$ cat src/verilog/hsc_pkg.sv
// Shared constants and types of the sensor configuration block
package hsc_pkg;

    localparam int CLK_NS        = 10;
    localparam int MS_NS         = 1000000;
    localparam int MS_CYCLES     = MS_NS / CLK_NS;
    localparam int GLITCH_NS     = 50;
    localparam int GLITCH_CYCLES = (GLITCH_NS + CLK_NS - 1) / CLK_NS;
    localparam int STEP_NS       = 1000;
    localparam int STEP_CYCLES   = (STEP_NS + CLK_NS - 1) / CLK_NS;

    // Bus address of this device; value is arbitrary
    localparam logic [6:0] DEV_ADDR     = 7'h35;
    localparam logic [7:0] OFFS_DEV_CFG = 8'h01;
    localparam logic [7:0] OFFS_CH_CFG  = 8'h02;
    localparam logic [7:0] RST_DEV_CFG  = 8'h00;
    localparam logic [7:0] RST_CH_CFG   = 8'h00;
    localparam logic [7:0] RD_UNMAPPED  = 8'h00;
    localparam int         TRIG_CMD_BIT = 7;
    localparam logic [3:0] BYTE_BITS    = 4'h8;
    localparam logic [8:0] HYST_BASE    = 9'h002;

    localparam logic [3:0] CH_NONE  = 4'h0;
    localparam logic [3:0] CH_XYX   = 4'h8;
    localparam logic [3:0] CH_DPOS  = 4'hC;
    localparam logic [3:0] CH_DNEG  = 4'hD;
    localparam logic [3:0] CH_HRES  = 4'hE;
    localparam logic [3:0] CH_HOFS  = 4'hF;

    typedef enum logic [1:0] {
        MODE_STANDBY = 2'h0,
        MODE_SLEEP   = 2'h1,
        MODE_CONT    = 2'h2,
        MODE_DUTY    = 2'h3
    } hsc_mode_t;

    typedef enum logic [1:0] {
        AX_X = 2'h0, AX_Y = 2'h1, AX_Z = 2'h2, AX_CHK = 2'h3
    } hsc_axis_t;

    typedef enum logic [2:0] {
        DG_NONE = 3'h0, DG_POS = 3'h1, DG_NEG = 3'h2,
        DG_RES  = 3'h3, DG_OFS = 3'h4
    } hsc_diag_t;

    typedef struct packed {
        logic [2:0] hyst;
        logic       low_noise;
        logic       glitch_off;
        logic       trig_pin;
        hsc_mode_t  mode;
    } hsc_dev_cfg_t;

    typedef struct packed {
        logic [3:0] chan;
        logic [3:0] sleep;
    } hsc_ch_cfg_t;

    typedef struct packed {
        logic      valid;
        hsc_axis_t axis;
        hsc_diag_t diag;
    } hsc_meas_t;

    function automatic logic [8:0] hyst_lsb(input logic [2:0] code);
        return HYST_BASE << code;
    endfunction

    // Reserved codes fall back to the longest interval
    function automatic logic [14:0] sleep_ms(input logic [3:0] code);
        case (code)
            4'h0: return 15'h0001;
            4'h1: return 15'h0005;
            4'h2: return 15'h000A;
            4'h3: return 15'h000F;
            4'h4: return 15'h0014;
            4'h5: return 15'h001E;
            4'h6: return 15'h0032;
            4'h7: return 15'h0064;
            4'h8: return 15'h01F4;
            4'h9: return 15'h03E8;
            4'hA: return 15'h07D0;
            4'hB: return 15'h1388;
            default: return 15'h4E20;
        endcase
    endfunction

endpackage

$ cat src/verilog/hsc_conv_seq.sv
// Axis sequencer that steps through one conversion
`timescale 1ns/1ps
module hsc_conv_seq
    import hsc_pkg::*;
(
    input  wire logic       mclk_in,
    input  wire logic       rst_n_in,
    input  wire logic       start_in,
    input  wire logic [3:0] chan_sel_in,
    output logic            busy_out,
    output logic            done_out,
    output hsc_meas_t       meas_out
);

    logic [3:0] code;
    logic [1:0] step;
    logic [6:0] tick;

    // Packed as length, then first, second and third axis
    function automatic logic [7:0] seq_plan(input logic [3:0] c);
        case (c)
            4'h0: return 8'h00;
            4'h1: return 8'h40;
            4'h2: return 8'h50;
            4'h3: return 8'h84;
            4'h4: return 8'h60;
            4'h5: return 8'hA0;
            4'h6: return 8'h98;
            4'h7: return 8'hC6;
            4'h8: return 8'hC4;
            4'h9: return 8'hD1;
            4'hA: return 8'hD9;
            4'hB: return 8'hC8;
            4'hC: return 8'hC6;
            4'hD: return 8'hC6;
            default: return 8'h70;
        endcase
    endfunction

    wire [7:0]  plan_w = seq_plan(code);
    wire [1:0]  len_w  = plan_w[7:6];
    wire        last_w = (step == len_w);
    wire        tick_end_w = (tick == 7'(STEP_CYCLES - 1));
    wire [1:0]  ax_bits_w = (step == 2'h0) ? plan_w[5:4] :
                            (step == 2'h1) ? plan_w[3:2] : plan_w[1:0];
    wire hsc_diag_t diag_w = (code == CH_DPOS) ? DG_POS :
                             (code == CH_DNEG) ? DG_NEG :
                             (code == CH_HRES) ? DG_RES :
                             (code == CH_HOFS) ? DG_OFS : DG_NONE;

    always_ff @(posedge mclk_in or negedge rst_n_in) begin
        if (!rst_n_in) begin
            busy_out <= 1'b0;
            done_out <= 1'b0;
            code     <= CH_NONE;
            step     <= 2'h0;
            tick     <= 7'h00;
        end else begin
            done_out <= 1'b0;
            if (!busy_out) begin
                if (start_in) begin
                    busy_out <= 1'b1;
                    code     <= chan_sel_in;
                    step     <= 2'h0;
                    tick     <= 7'h00;
                end
            end else if (last_w) begin
                busy_out <= 1'b0;
                done_out <= 1'b1;
            end else if (tick_end_w) begin
                tick <= 7'h00;
                step <= step + 2'h1;
            end else begin
                tick <= tick + 7'h01;
            end
        end
    end

    // Lags the step state by one cycle
    always_ff @(posedge mclk_in or negedge rst_n_in) begin
        if (!rst_n_in) begin
            meas_out <= '0;
        end else begin
            meas_out.valid <= busy_out && !last_w;
            meas_out.axis  <= hsc_axis_t'(ax_bits_w);
            meas_out.diag  <= diag_w;
        end
    end

    a_chan_off: assert property (@(posedge mclk_in) disable iff (!rst_n_in)
        start_in && !busy_out && chan_sel_in == CH_NONE
        |=> busy_out ##1 (done_out && !meas_out.valid))
        else $error("channel code zero still acquired an axis");

    a_seq_xyx: assert property (@(posedge mclk_in) disable iff (!rst_n_in)
        start_in && !busy_out && chan_sel_in == CH_XYX
        |=> ##1 (meas_out.valid && meas_out.axis == AX_X))
        else $error("repeated sequence did not open on X");

endmodule // hsc_conv_seq

$ cat src/verilog/hsc_config.sv
// Mode, trigger and channel configuration logic with its serial port
`timescale 1ns/1ps
module hsc_config
    import hsc_pkg::*;
#(
    parameter int MS_CYCLES_P = MS_CYCLES
) (
    input  wire logic        mclk_in,
    input  wire logic        rst_n_in,
    input  wire logic        scl_in,
    input  wire logic        sda_in,
    output logic             sda_out,
    output logic             sda_oe_out,
    input  wire logic        alert_n_in,
    input  wire logic [11:0] sample_in,
    input  wire logic        sample_valid_in,
    input  wire logic [11:0] threshold_in,
    input  wire logic        switch_mode_in,
    output logic             low_noise_out,
    output hsc_mode_t        op_mode_out,
    output logic             conv_busy_out,
    output logic             conv_done_out,
    output hsc_meas_t        meas_out,
    output logic             switch_state_out
);

    typedef enum logic [2:0] {
        I2C_IDLE  = 3'h0,
        I2C_ADDR  = 3'h1,
        I2C_REG   = 3'h2,
        I2C_WDATA = 3'h3,
        I2C_RDATA = 3'h4
    } hsc_i2c_t;

    hsc_dev_cfg_t dev_cfg;
    hsc_ch_cfg_t  ch_cfg;

    // Pin synchronisers; index 1 is the clock line, 0 the data line
    logic [1:0] line_meta;
    logic [1:0] line_sync;
    logic [1:0] line_filt;
    logic [1:0] line_prev;
    logic [2:0] flt_cnt [2];
    logic       alert_meta;
    logic       alert_sync;
    logic       alert_prev;

    hsc_i2c_t   i2c_st;
    logic [3:0] bit_cnt;
    logic [7:0] shreg;
    logic [7:0] tx;
    logic [7:0] ptr;
    logic       ack_phase;
    logic       drive_low;

    logic        pend;
    logic        switch_state;
    logic [31:0] pre_cnt;
    logic [14:0] ms_cnt;
    logic        conv_busy;

    // Bus line conditions after filtering
    wire scl_f      = line_filt[1];
    wire sda_f      = line_filt[0];
    wire scl_prev   = line_prev[1];
    wire sda_prev   = line_prev[0];
    wire start_det  = scl_f && scl_prev && sda_prev && !sda_f;
    wire stop_det   = scl_f && scl_prev && !sda_prev && sda_f;
    wire scl_rise   = scl_f && !scl_prev;
    wire scl_fall   = !scl_f && scl_prev;
    wire addr_hit_w = (shreg[7:1] == DEV_ADDR);

    wire byte_done_w = scl_fall && !ack_phase && (bit_cnt == BYTE_BITS)
                       && !start_det && !stop_det;
    wire wr_en_w     = byte_done_w && (i2c_st == I2C_WDATA);
    wire wr_dev_w    = wr_en_w && (ptr == OFFS_DEV_CFG);
    wire wr_ch_w     = wr_en_w && (ptr == OFFS_CH_CFG);
    wire hsc_dev_cfg_t wr_cfg_w = hsc_dev_cfg_t'(shreg);

    wire [7:0] rd_data_w = (ptr == OFFS_DEV_CFG) ? 8'(dev_cfg) :
                           (ptr == OFFS_CH_CFG)  ? 8'(ch_cfg)  :
                           RD_UNMAPPED;

    // Conversion request sources
    wire cmd_trig_w = byte_done_w && (i2c_st == I2C_REG)
                      && shreg[TRIG_CMD_BIT];
    wire pin_trig_w = alert_prev && !alert_sync;
    wire is_standby = (dev_cfg.mode == MODE_STANDBY);
    wire is_cont    = (dev_cfg.mode == MODE_CONT);
    wire is_duty    = (dev_cfg.mode == MODE_DUTY);
    wire trig_evt_w = is_standby &&
                      (dev_cfg.trig_pin ? pin_trig_w : cmd_trig_w);

    // Duty-cycle sleep timer
    wire [14:0] sleep_len_w = sleep_ms(ch_cfg.sleep);
    wire        ms_tick_w   = (pre_cnt == 32'(MS_CYCLES_P - 1));
    wire        expire_w    = ms_tick_w && (ms_cnt == sleep_len_w - 15'h0001);

    wire start_std_w  = is_standby && pend && !conv_busy;
    wire start_cont_w = is_cont && !conv_busy;
    wire start_duty_w = is_duty && !conv_busy && expire_w;
    wire start_w      = start_std_w || start_cont_w || start_duty_w;

    // Switch comparator, all at 14 bits signed
    wire signed [13:0] samp_w = {{2{sample_in[11]}}, sample_in};
    wire signed [13:0] thr_w  = {{2{threshold_in[11]}}, threshold_in};
    wire [8:0] hyst_w = switch_mode_in ? hyst_lsb(dev_cfg.hyst) : 9'h000;
    wire signed [13:0] low_w = thr_w - $signed({5'h00, hyst_w});
    wire next_switch = (samp_w > thr_w) ? 1'b1 :
                       (samp_w < low_w) ? 1'b0 : switch_state;
    wire sw_change_w = sample_valid_in && (next_switch != switch_state);
    wire exit_duty_w = is_duty && sw_change_w;

    always_ff @(posedge mclk_in or negedge rst_n_in) begin
        if (!rst_n_in) begin
            line_meta  <= 2'h3;
            line_sync  <= 2'h3;
            line_prev  <= 2'h3;
            alert_meta <= 1'b1;
            alert_sync <= 1'b1;
            alert_prev <= 1'b1;
        end else begin
            line_meta  <= {scl_in, sda_in};
            line_sync  <= line_meta;
            line_prev  <= line_filt;
            alert_meta <= alert_n_in;
            alert_sync <= alert_meta;
            alert_prev <= alert_sync;
        end
    end

    // A change passes once stable for the glitch time, or at once if bypassed
    always_ff @(posedge mclk_in or negedge rst_n_in) begin
        if (!rst_n_in) begin
            line_filt <= 2'h3;
            flt_cnt   <= '{3'h0, 3'h0};
        end else begin
            for (int i = 0; i < 2; i++) begin
                if (line_sync[i] == line_filt[i]) begin
                    flt_cnt[i] <= 3'h0;
                end else if (dev_cfg.glitch_off ||
                             flt_cnt[i] == 3'(GLITCH_CYCLES - 1)) begin
                    line_filt[i] <= line_sync[i];
                    flt_cnt[i]   <= 3'h0;
                end else begin
                    flt_cnt[i] <= flt_cnt[i] + 3'h1;
                end
            end
        end
    end

    // Serial slave: bits taken on the rising clock edge, driven on falling
    always_ff @(posedge mclk_in or negedge rst_n_in) begin
        if (!rst_n_in) begin
            i2c_st    <= I2C_IDLE;
            bit_cnt   <= 4'h0;
            shreg     <= 8'h00;
            tx        <= 8'h00;
            ptr       <= 8'h00;
            ack_phase <= 1'b0;
            drive_low <= 1'b0;
        end else if (start_det) begin
            i2c_st    <= I2C_ADDR;
            bit_cnt   <= 4'h0;
            ack_phase <= 1'b0;
            drive_low <= 1'b0;
        end else if (stop_det) begin
            i2c_st    <= I2C_IDLE;
            ack_phase <= 1'b0;
            drive_low <= 1'b0;
        end else if (i2c_st != I2C_IDLE) begin
            if (scl_rise && !ack_phase) begin
                shreg   <= {shreg[6:0], sda_f};
                bit_cnt <= bit_cnt + 4'h1;
            end
            // Host NACK ends a read
            if (scl_rise && ack_phase && i2c_st == I2C_RDATA && sda_f) begin
                i2c_st <= I2C_IDLE;
            end
            if (scl_fall) begin
                if (ack_phase) begin
                    ack_phase <= 1'b0;
                    bit_cnt   <= 4'h0;
                    if (i2c_st == I2C_RDATA) begin
                        tx        <= rd_data_w;
                        drive_low <= !rd_data_w[7];
                        ptr       <= ptr + 8'h01;
                    end else begin
                        drive_low <= 1'b0;
                    end
                end else if (bit_cnt == BYTE_BITS) begin
                    ack_phase <= 1'b1;
                    unique case (i2c_st)
                        I2C_ADDR: begin
                            if (addr_hit_w) begin
                                drive_low <= 1'b1;
                                i2c_st    <= shreg[0] ? I2C_RDATA : I2C_REG;
                            end else begin
                                i2c_st <= I2C_IDLE;
                            end
                        end
                        I2C_REG: begin
                            drive_low <= 1'b1;
                            ptr       <= {1'b0, shreg[6:0]};
                            i2c_st    <= I2C_WDATA;
                        end
                        I2C_WDATA: begin
                            drive_low <= 1'b1;
                            ptr       <= ptr + 8'h01;
                        end
                        I2C_RDATA: begin
                            drive_low <= 1'b0;
                        end
                        default: begin
                            i2c_st <= I2C_IDLE;
                        end
                    endcase
                end else if (i2c_st == I2C_RDATA) begin
                    tx        <= {tx[6:0], 1'b0};
                    drive_low <= !tx[6];
                end
            end
        end
    end

    // Hardware exit from duty mode wins over a same-cycle write
    always_ff @(posedge mclk_in or negedge rst_n_in) begin
        if (!rst_n_in) begin
            dev_cfg <= hsc_dev_cfg_t'(RST_DEV_CFG);
            ch_cfg  <= hsc_ch_cfg_t'(RST_CH_CFG);
        end else begin
            if (wr_dev_w) begin
                dev_cfg <= wr_cfg_w;
            end
            if (wr_ch_w) begin
                ch_cfg <= hsc_ch_cfg_t'(shreg);
            end
            if (exit_duty_w) begin
                dev_cfg.mode <= MODE_STANDBY;
            end
        end
    end

    // One pending trigger at most; extras are dropped
    always_ff @(posedge mclk_in or negedge rst_n_in) begin
        if (!rst_n_in) begin
            pend <= 1'b0;
        end else if (!is_standby) begin
            pend <= 1'b0;
        end else if (start_std_w) begin
            pend <= 1'b0;
        end else if (trig_evt_w) begin
            pend <= 1'b1;
        end
    end

    // Timer runs only while duty mode sleeps between conversions
    always_ff @(posedge mclk_in or negedge rst_n_in) begin
        if (!rst_n_in) begin
            pre_cnt <= 32'h0000_0000;
            ms_cnt  <= 15'h0000;
        end else if (!is_duty || conv_busy || start_duty_w) begin
            pre_cnt <= 32'h0000_0000;
            ms_cnt  <= 15'h0000;
        end else if (ms_tick_w) begin
            pre_cnt <= 32'h0000_0000;
            ms_cnt  <= ms_cnt + 15'h0001;
        end else begin
            pre_cnt <= pre_cnt + 32'h0000_0001;
        end
    end

    always_ff @(posedge mclk_in or negedge rst_n_in) begin
        if (!rst_n_in) begin
            switch_state <= 1'b0;
        end else if (sample_valid_in) begin
            switch_state <= next_switch;
        end
    end

    hsc_conv_seq u_seq (
        .mclk_in     (mclk_in),
        .rst_n_in    (rst_n_in),
        .start_in    (start_w),
        .chan_sel_in (ch_cfg.chan),
        .busy_out    (conv_busy),
        .done_out    (conv_done_out),
        .meas_out    (meas_out)
    );

    // Open drain: the line is only ever pulled low
    assign sda_out          = 1'b0;
    assign sda_oe_out       = drive_low;
    assign low_noise_out    = dev_cfg.low_noise;
    assign op_mode_out      = dev_cfg.mode;
    assign conv_busy_out    = conv_busy;
    assign switch_state_out = switch_state;

    a_hyst_two: assert property (@(posedge mclk_in) disable iff (!rst_n_in)
        switch_state && sample_valid_in && switch_mode_in &&
        dev_cfg.hyst == 3'h0 && samp_w == thr_w - 14'sh0002
        |=> switch_state)
        else $error("smallest hysteresis did not hold the switch");

    a_hyst_plain: assert property (@(posedge mclk_in) disable iff (!rst_n_in)
        !switch_mode_in && sample_valid_in && samp_w < thr_w
        |=> !switch_state)
        else $error("hysteresis applied outside switch mode");

    a_noise_write: assert property (@(posedge mclk_in) disable iff (!rst_n_in)
        wr_dev_w |=> low_noise_out == $past(wr_cfg_w.low_noise))
        else $error("noise select did not follow the write");

    a_filter_bypass: assert property (@(posedge mclk_in) disable iff (!rst_n_in)
        dev_cfg.glitch_off && line_sync != line_filt
        |=> line_filt == $past(line_sync))
        else $error("bypassed filter still delayed the line");

    a_trig_wait: assert property (@(posedge mclk_in) disable iff (!rst_n_in)
        pend && conv_busy |-> !start_w)
        else $error("conversion restarted before the running one ended");

    a_trig_drop: assert property (@(posedge mclk_in) disable iff (!rst_n_in)
        pend && is_standby && conv_busy ##1 is_standby
        |-> pend)
        else $error("pending trigger lost while busy");

    a_trig_mode: assert property (@(posedge mclk_in) disable iff (!rst_n_in)
        !is_standby |=> !pend)
        else $error("trigger kept outside standby");

    a_duty_exit: assert property (@(posedge mclk_in) disable iff (!rst_n_in)
        exit_duty_w |=> op_mode_out == MODE_STANDBY)
        else $error("mode field not updated on leaving duty mode");

    a_duty_idle: assert property (@(posedge mclk_in) disable iff (!rst_n_in)
        !is_duty |=> ms_cnt == 15'h0000 && pre_cnt == 32'h0000_0000)
        else $error("sleep timer ran outside duty mode");

endmodule // hsc_config

$ cat config.mk
export PLATFORM = sky130hd
export DESIGN_NAME = hsc_config
export DESIGN_NICKNAME = d
export VERILOG_FILES = /design/src/verilog/hsc_pkg.sv /design/src/verilog/hsc_conv_seq.sv /design/src/verilog/hsc_config.sv
export SDC_FILE = /design/constraint.sdc
export NUM_CORES = 1
export LEC_CHECK = 0
export CAP_MARGIN = 0
export CORE_ASPECT_RATIO = 0.6
export CORE_MARGIN = 5
export CORE_UTILIZATION = 35
export DETAILED_ROUTE_END_ITERATION = 6
export DONT_BUFFER_PORTS = 1
export PLACE_DENSITY = 0.49
export SYNTH_ARGS = -nofsm -noshare
export SYNTH_HDL_FRONTEND = slang
export SYNTH_SLANG_ARGS = --single-unit
$ cat constraint.sdc
create_clock -name mclk_in -period 4.6 [get_ports mclk_in]
set_clock_uncertainty 0.2 [all_clocks]
set_input_delay 0.23 -clock mclk_in [delete_from_list [all_inputs] [get_ports mclk_in]]
set_output_delay 0.23 -clock mclk_in [all_outputs]
set_load 0.02 [all_outputs]
Yosys cells after proc, flatten, opt, wreduce, memory -nomap -nowiden. Memories as Yosys holds them, arrays and structs flattened. Index checks and enable logic that the tools add are counted.

Output and inout port bits: 14. ROM bits: 352. Bits in registers: 135. Memories kept: 2. Input bits: 31. Logic and storage cells: 241.

Reduce and logical (&&, ||, !) cells: 76. Order comparisons: 2. $add $sub $neg: 10. Bitwise gates (word level): 5. Shift-type cells: 1. Mux-type cells: 78. Equality and inequality tests: 31.

Memories: (no name shown) (depth 16, width 14, rd ports 1, clocked after Yosys merged registers in 0, write ports 0, RTL line hsc_pkg.sv:71) `case (code)`; (no name shown) (depth 16, width 8, rd ports 1, clocked after Yosys merged registers in 0, write ports 0, RTL line hsc_conv_seq.sv:21) `case (c)`.

Operators by type and width (count): 2-to-1 mux 32 bit (2); 2-to-1 mux 7 bit (8); 2-to-1 mux 3 bit (17); 2-to-1 mux 8 bit (5); adder 32 x 1 -> 32 bit, second input constant (1); equality test 32 x 17 -> 1 bit, second input constant (1); logical AND 1 bit (31); 2-to-1 mux 15 bit (2); 2-to-1 mux 1 bit (26); 2-to-1 mux 4 bit (6); equality test 4 bit, second input constant (5); 2-to-1 mux 2 bit (8); case mux 8 bit (2 select lines) (1); adder 15 x 1 -> 15 bit, second input constant (1); equality test 15 bit (1); subtractor 15 x 1 -> 15 bit, second input constant (1); logical NOT 1 bit (13); less-than comparator 12 x 13 -> 1 bit (1); subtractor 12 x 10 -> 13 bit (1); greater-than comparator 12 bit (1); AND reduction 2 bit (6); nonzero test 3 bit (4); nonzero test 2 bit (5); equality test 3 bit, second input constant (3); 35 further kinds (53).

Longest topological paths before layout.
Depth after elaboration: 13. Depth in mapped cells: 19. Depth with buffers taken out: 19.

By module. A second synthesis with hierarchy kept.

Cell total of the unflattened synthesis: 936. Area, all modules: 8535.7 um^2.

Modules (own cells, without submodules): hsc_config (sequential area each 2866.5 um^2, cells each 804, area an instance 7304.5 um^2, times used 1); hsc_conv_seq (sequential area each 525.5 um^2, cells each 132, area an instance 1231.2 um^2, times used 1).

Worst setup path before layout. Ideal clock, no wire load.

Path type: flip-flop to flip-flop. Start point: register dev_cfg[6] (netlist name). End point: register dev_cfg (netlist bit op_mode_out[0]). Path buffers: 0. Required time: 4277 ps. Setup time: 123 ps. Setup slack: 1109 ps. Stages on the path, launching flop included: 19. Data arrival time: 3168 ps. Period minus slack after synthesis: 3491 ps. Path through: dfrtp_1 -> nor2b_1 -> nand2_1 -> ha_1 -> nor2b_1 -> o21ai_0 -> a21oi_1 -> o21a_1 -> o21ai_0 -> a21oi_1 -> nor3_1 -> xnor2_1 -> ha_1 -> a21oi_1 -> o211ai_1 -> a21oi_1 -> nand3_1 -> mux2i_1 -> nor2_1.

Word-level cells in the longest chain between the ends: 10. Elaborated cells on any way between the ends: 11. Classes of those cells: add/sub: 1; order compare: 1; eq/ne: 1; shift: 1; mux: 4; reduce/logical: 3.

Ends and longest elaborated chain: start, declared (RTL line hsc_config.sv:35) `hsc_dev_cfg_t dev_cfg;`; start signal, assigned (RTL line hsc_config.sv:229) `dev_cfg <= hsc_dev_cfg_t'(RST_DEV_CFG);`; start signal, assigned (RTL line hsc_config.sv:233) `dev_cfg <= wr_cfg_w;`; left shift 2 x 3 -> 9 bit (*) (RTL line hsc_pkg.sv:66) `return HYST_BASE << code;`; 2-to-1 mux 9 bit (*) (RTL line hsc_config.sv:107) `wire [8:0] hyst_w = switch_mode_in ? hyst_lsb(dev_cfg.hyst) : 9'h000;`; subtractor 12 x 10 -> 13 bit (*) (RTL line hsc_config.sv:108) `wire signed [13:0] low_w = thr_w - $signed({5'h00, hyst_w});`; less-than comparator 12 x 13 -> 1 bit (*) (RTL line hsc_config.sv:110) `(samp_w < low_w) ? 1'b0 : switch_state;`; 2-to-1 mux 1 bit (*) (RTL line hsc_config.sv:110); 2-to-1 mux 1 bit (*) (RTL line hsc_config.sv:109) `wire next_switch = (samp_w > thr_w) ? 1'b1 :`; != test 1 bit (*) (RTL line hsc_config.sv:111) `wire sw_change_w = sample_valid_in && (next_switch != switch_state);`; logical AND 1 bit (*) (RTL line hsc_config.sv:111); logical AND 1 bit (*) (RTL line hsc_config.sv:112) `wire exit_duty_w = is_duty && sw_change_w;`; 2-to-1 mux 2 bit or nonzero test 2 bit (tied branches).

Mark *: on every way between the ends. The rest lies on a longest branch, timed or not. A chain may end at the register's enable or synchronous reset.

Final worst setup path. Same ends and word-level chain as after synthesis.

==> reports/qor.yml <==
synthesis:
  synth_nets: 1024
  yosysTopAreaCellShare_pct: 36.10
  yosys.area.top_type: "dfrtp_1"
  async_flop_share_pct: 100.0
  synth_top_family_by_area: "simple AND/OR/NAND/NOR gates"
  yosysMostFrequentCell: "dfrtp_1"
  synth_cell_types: 84
  synth_compound_area_share_pct: 12.69
  muxShareOfSynthArea_pct: 4.672
  synth_xor_xnor_area_share_pct: 7.001
  synthAdderAreaFrac_pct: 9.025
  post_synth.cell_area_avg_sq_um: 9.233
  synth_warnings: 0
  ys_ff_latch: 135
  ys_seq_area_share_pct: 39.46
  synthSimpleGateAreaFrac_pct: 22.45
  synth_ff_type: "dfrtp_1"
  synthesis.area_sq_um: 8596
  netlist_top_cells_area: "dfrtp_1 36%, ha_1 9.0%, nor2_1 4.5%"
  yosys-top-cells-count: "124 x dfrtp_1, 104 x nor2_1, 83 x nand2_1"
  synth_edf_count: 0
  netlist_instances: 931
worst_setup_path:
  worstPathCellList: "nor2b_1 -> nand2_1 -> ha_1 -> nor2b_1 -> o21ai_0 -> a21oi_1 -> o21a_1 -> o21ai_0 -> a21oi_1 -> nor3_1 -> a21oi_1 -> ha_1 -> nand4_1 -> o21ai_0 -> a21oi_1 -> nand3_1 -> mux2i_1 -> nor2_1"
  worstSetupPathType: "reg -> reg"
  cp-start-kind: "flop"
  crit_slowest_cell: "dfrtp_1"
  ff2ff_setup_slack_ns: 0.60
  path_buf_inv: 0
  cp.arrival_ns: 4.11
  required_ns: 4.71
  crit_fanout: 7
  slowest_delay_ns: 0.44
  crit_top_cell: "a21oi_1"
  worst_path_dominant_cell_family: "compound AO/OA/AOI/OAI gates"
  cp-end-kind: "flop"
route:
  vias: 6259
  drtIter0Drc: 447
  detail_route.first_pass.iterations: 4
  wire_per_inst_microns: 15.68
  drt-total-wl_microns: 19730
  drcViolationCount: 0
  drt.antenna.violating_nets: 0
  routed_via_density: 4.975
final_layout:
  diodes: 0
  fin_util_pct: 39.22
  stdcell_area_sq_um: 9479
  final_nets: 1016
  final-instance-count-excl-fill: 1258
  synthToLayoutAreaGrowth_pct: 10.28
  drive_above_1_share_pct: 10.26
placement:
  placed_area_sq_um: 8823
  port-buffer-count: 0
  dp_hpwl_microns: 14390
  routabilityCongestion: 0.8577
  dp_cells: 1220
  preCtsSetupSlack_ns: 0.6143
sta:
  relSlewSlack_pct: 25.34
  post-route-period-util_pct: 86.90
  drv_slew: 0
  fin_crit_ns: 3.997
  rsz0062_at_grt: "false"
  hold_viol: 0
  setup_viol: 0
  final.setup.worst_slack_ns: 0.6025
  tns_ns: 0
  fmax_mhz: 250.2
  holdWs_ns: 0.09343
  worst_slew_pin_slew_ns: 1.111
die:
  die_y_microns: 131.4
  num_io_pins: 45
  rows: 44
  start_util_pct: 35.57
  die_area_sq_um: 27900
  core_area_sq_um: 24170
  die_w_microns: 212.3
grt:
  grt_util_met3_pct: 3.430
  grt_pass1_vias: 5904
  met1_usage_pct: 25.92
  antenna_found_initial: 0
  grt_max_degree: 136
  grt.total_usage_pct: 14.70
  met2_usage_pct: 16.65
  grt_first_pass_wirelength_microns: 32970
  grt.busiest_layer: "met1"
  gr-total-overflow: 0
pwr:
  leakagePower_nw: 4.075
  p_per_area_nw_per_um2: 358.2
  p_total_mw: 3.395
  vdd_drop_max_mv: 0.2526
clock_network:
  insertion_delay_ns: 0.43
  cts_buffers: 17
  cts_hold_buf: 6
  cts_tree: "yes"
  cts-root-buf: "clkbuf_16"
  clkSinkCount: 135
  clkTransAtPathRegs_ns: 0.06
  post_cts_buffers: 0
  ctsLongestPathBuffers: 2
  h-tree-depth: 4
  ctsResizeCount: 0
worst_hold_path:
  hold_path.class: "in -> reg"
outcome:
  status: "finished, final reports clean"
job:
  cap_violations: 0
## cell usage in the layout, fill, tap and decap left out, types with 5 or more instances in the layout
master,count
nand2_1,83
o21a_1,8
and3_1,14
o31ai_1,5
mux2_2,19
nor3_1,27
xnor2_1,34
nand3_1,38
or3_1,7
nand2b_1,13
xor2_1,32
nor2_1,104
and2_1,7
nor2b_1,15
clkinv_2,5
o21ai_0,37
nand4_1,20
dlygate4sd3_1,5
o22ai_1,6
a22oi_1,7
inv_1,51
ha_1,62
nor4_1,6
clkbuf_16,17
nand3b_1,7
dfrtp_1,124
mux2_4,5
a21o_1,10
o211ai_1,5
dfstp_2,11
nor3b_1,5
mux2i_1,9
a21oi_1,47
## metal layers
layer,share of wire (%),up-vias
met5,0,-
met4,1.1,0
met3,3.3,14
met2,34,65
met1,61,2938
li1,-,3242
## power breakdown
group	switching [mW]	internal (mW)
Sequential	0.219	1.31
Combinational	0.315	0.223
Clock	0.530	0.799
## final timing paths
path,end,depth (start not counted),start
worst max register to register,op_mode_out[0],18,dev_cfg[6]
max in group asynchronous,flt_cnt[4],2,rst_n_in
worst max-delay path,op_mode_out[0],18,dev_cfg[6]
min in group asynchronous,u_seq.meas_out[3],2,rst_n_in
worst min register to register,line_sync[0],0,line_meta[0]
worst min-delay path,switch_state_out,4,sample_in[4]
## area by class of cell
class	count	area [sq um]
Fill cell	2387	14690
Multi-Input combinational cell	707	4803
Clock inverter	11	97.59
Sequential cell	135	3392
Clock buffer	21	480.5
Inverter	52	195.2
Timing Repair Buffer	10	107.6
Tap cell	322	402.9
## registers in the layout, indices dropped and copies added (netlist names), 2 cells and up
name            flops
u_seq.step          2
u_seq.tick          7
ch_cfg              8
dev_cfg             5
i2c_st              3
u_seq.code          4
line_prev           2
line_sync           2
shreg               8
tx                  7
line_meta           2
flt_cnt             6
op_mode_out         2
line_filt           2
bit_cnt             4
ptr                 8
ms_cnt             15
pre_cnt            32
u_seq.meas_out      6
## cells by family (layout without fill, tap and decap cells)
kind of cell,count (synthesis),count (layout)
AOI/OAI and AO/OA,168,168
buffers and inverters,89,94
DFF,135,135
and+or+nand+nor,375,375
adders and majority gates,62,62
muxes,34,34
xor gates and xnor gates,67,67
other,1,1
## worst min-delay path: cells and delay by family
kind                     cells  cell delay, ns
AO/OA/AOI/OAI                2            0.23
adder cells (fa/ha/maj)      1            0.15
AND/OR/NAND/NOR              1            0.07
Note: power is estimated with default switching activity, not from simulation.
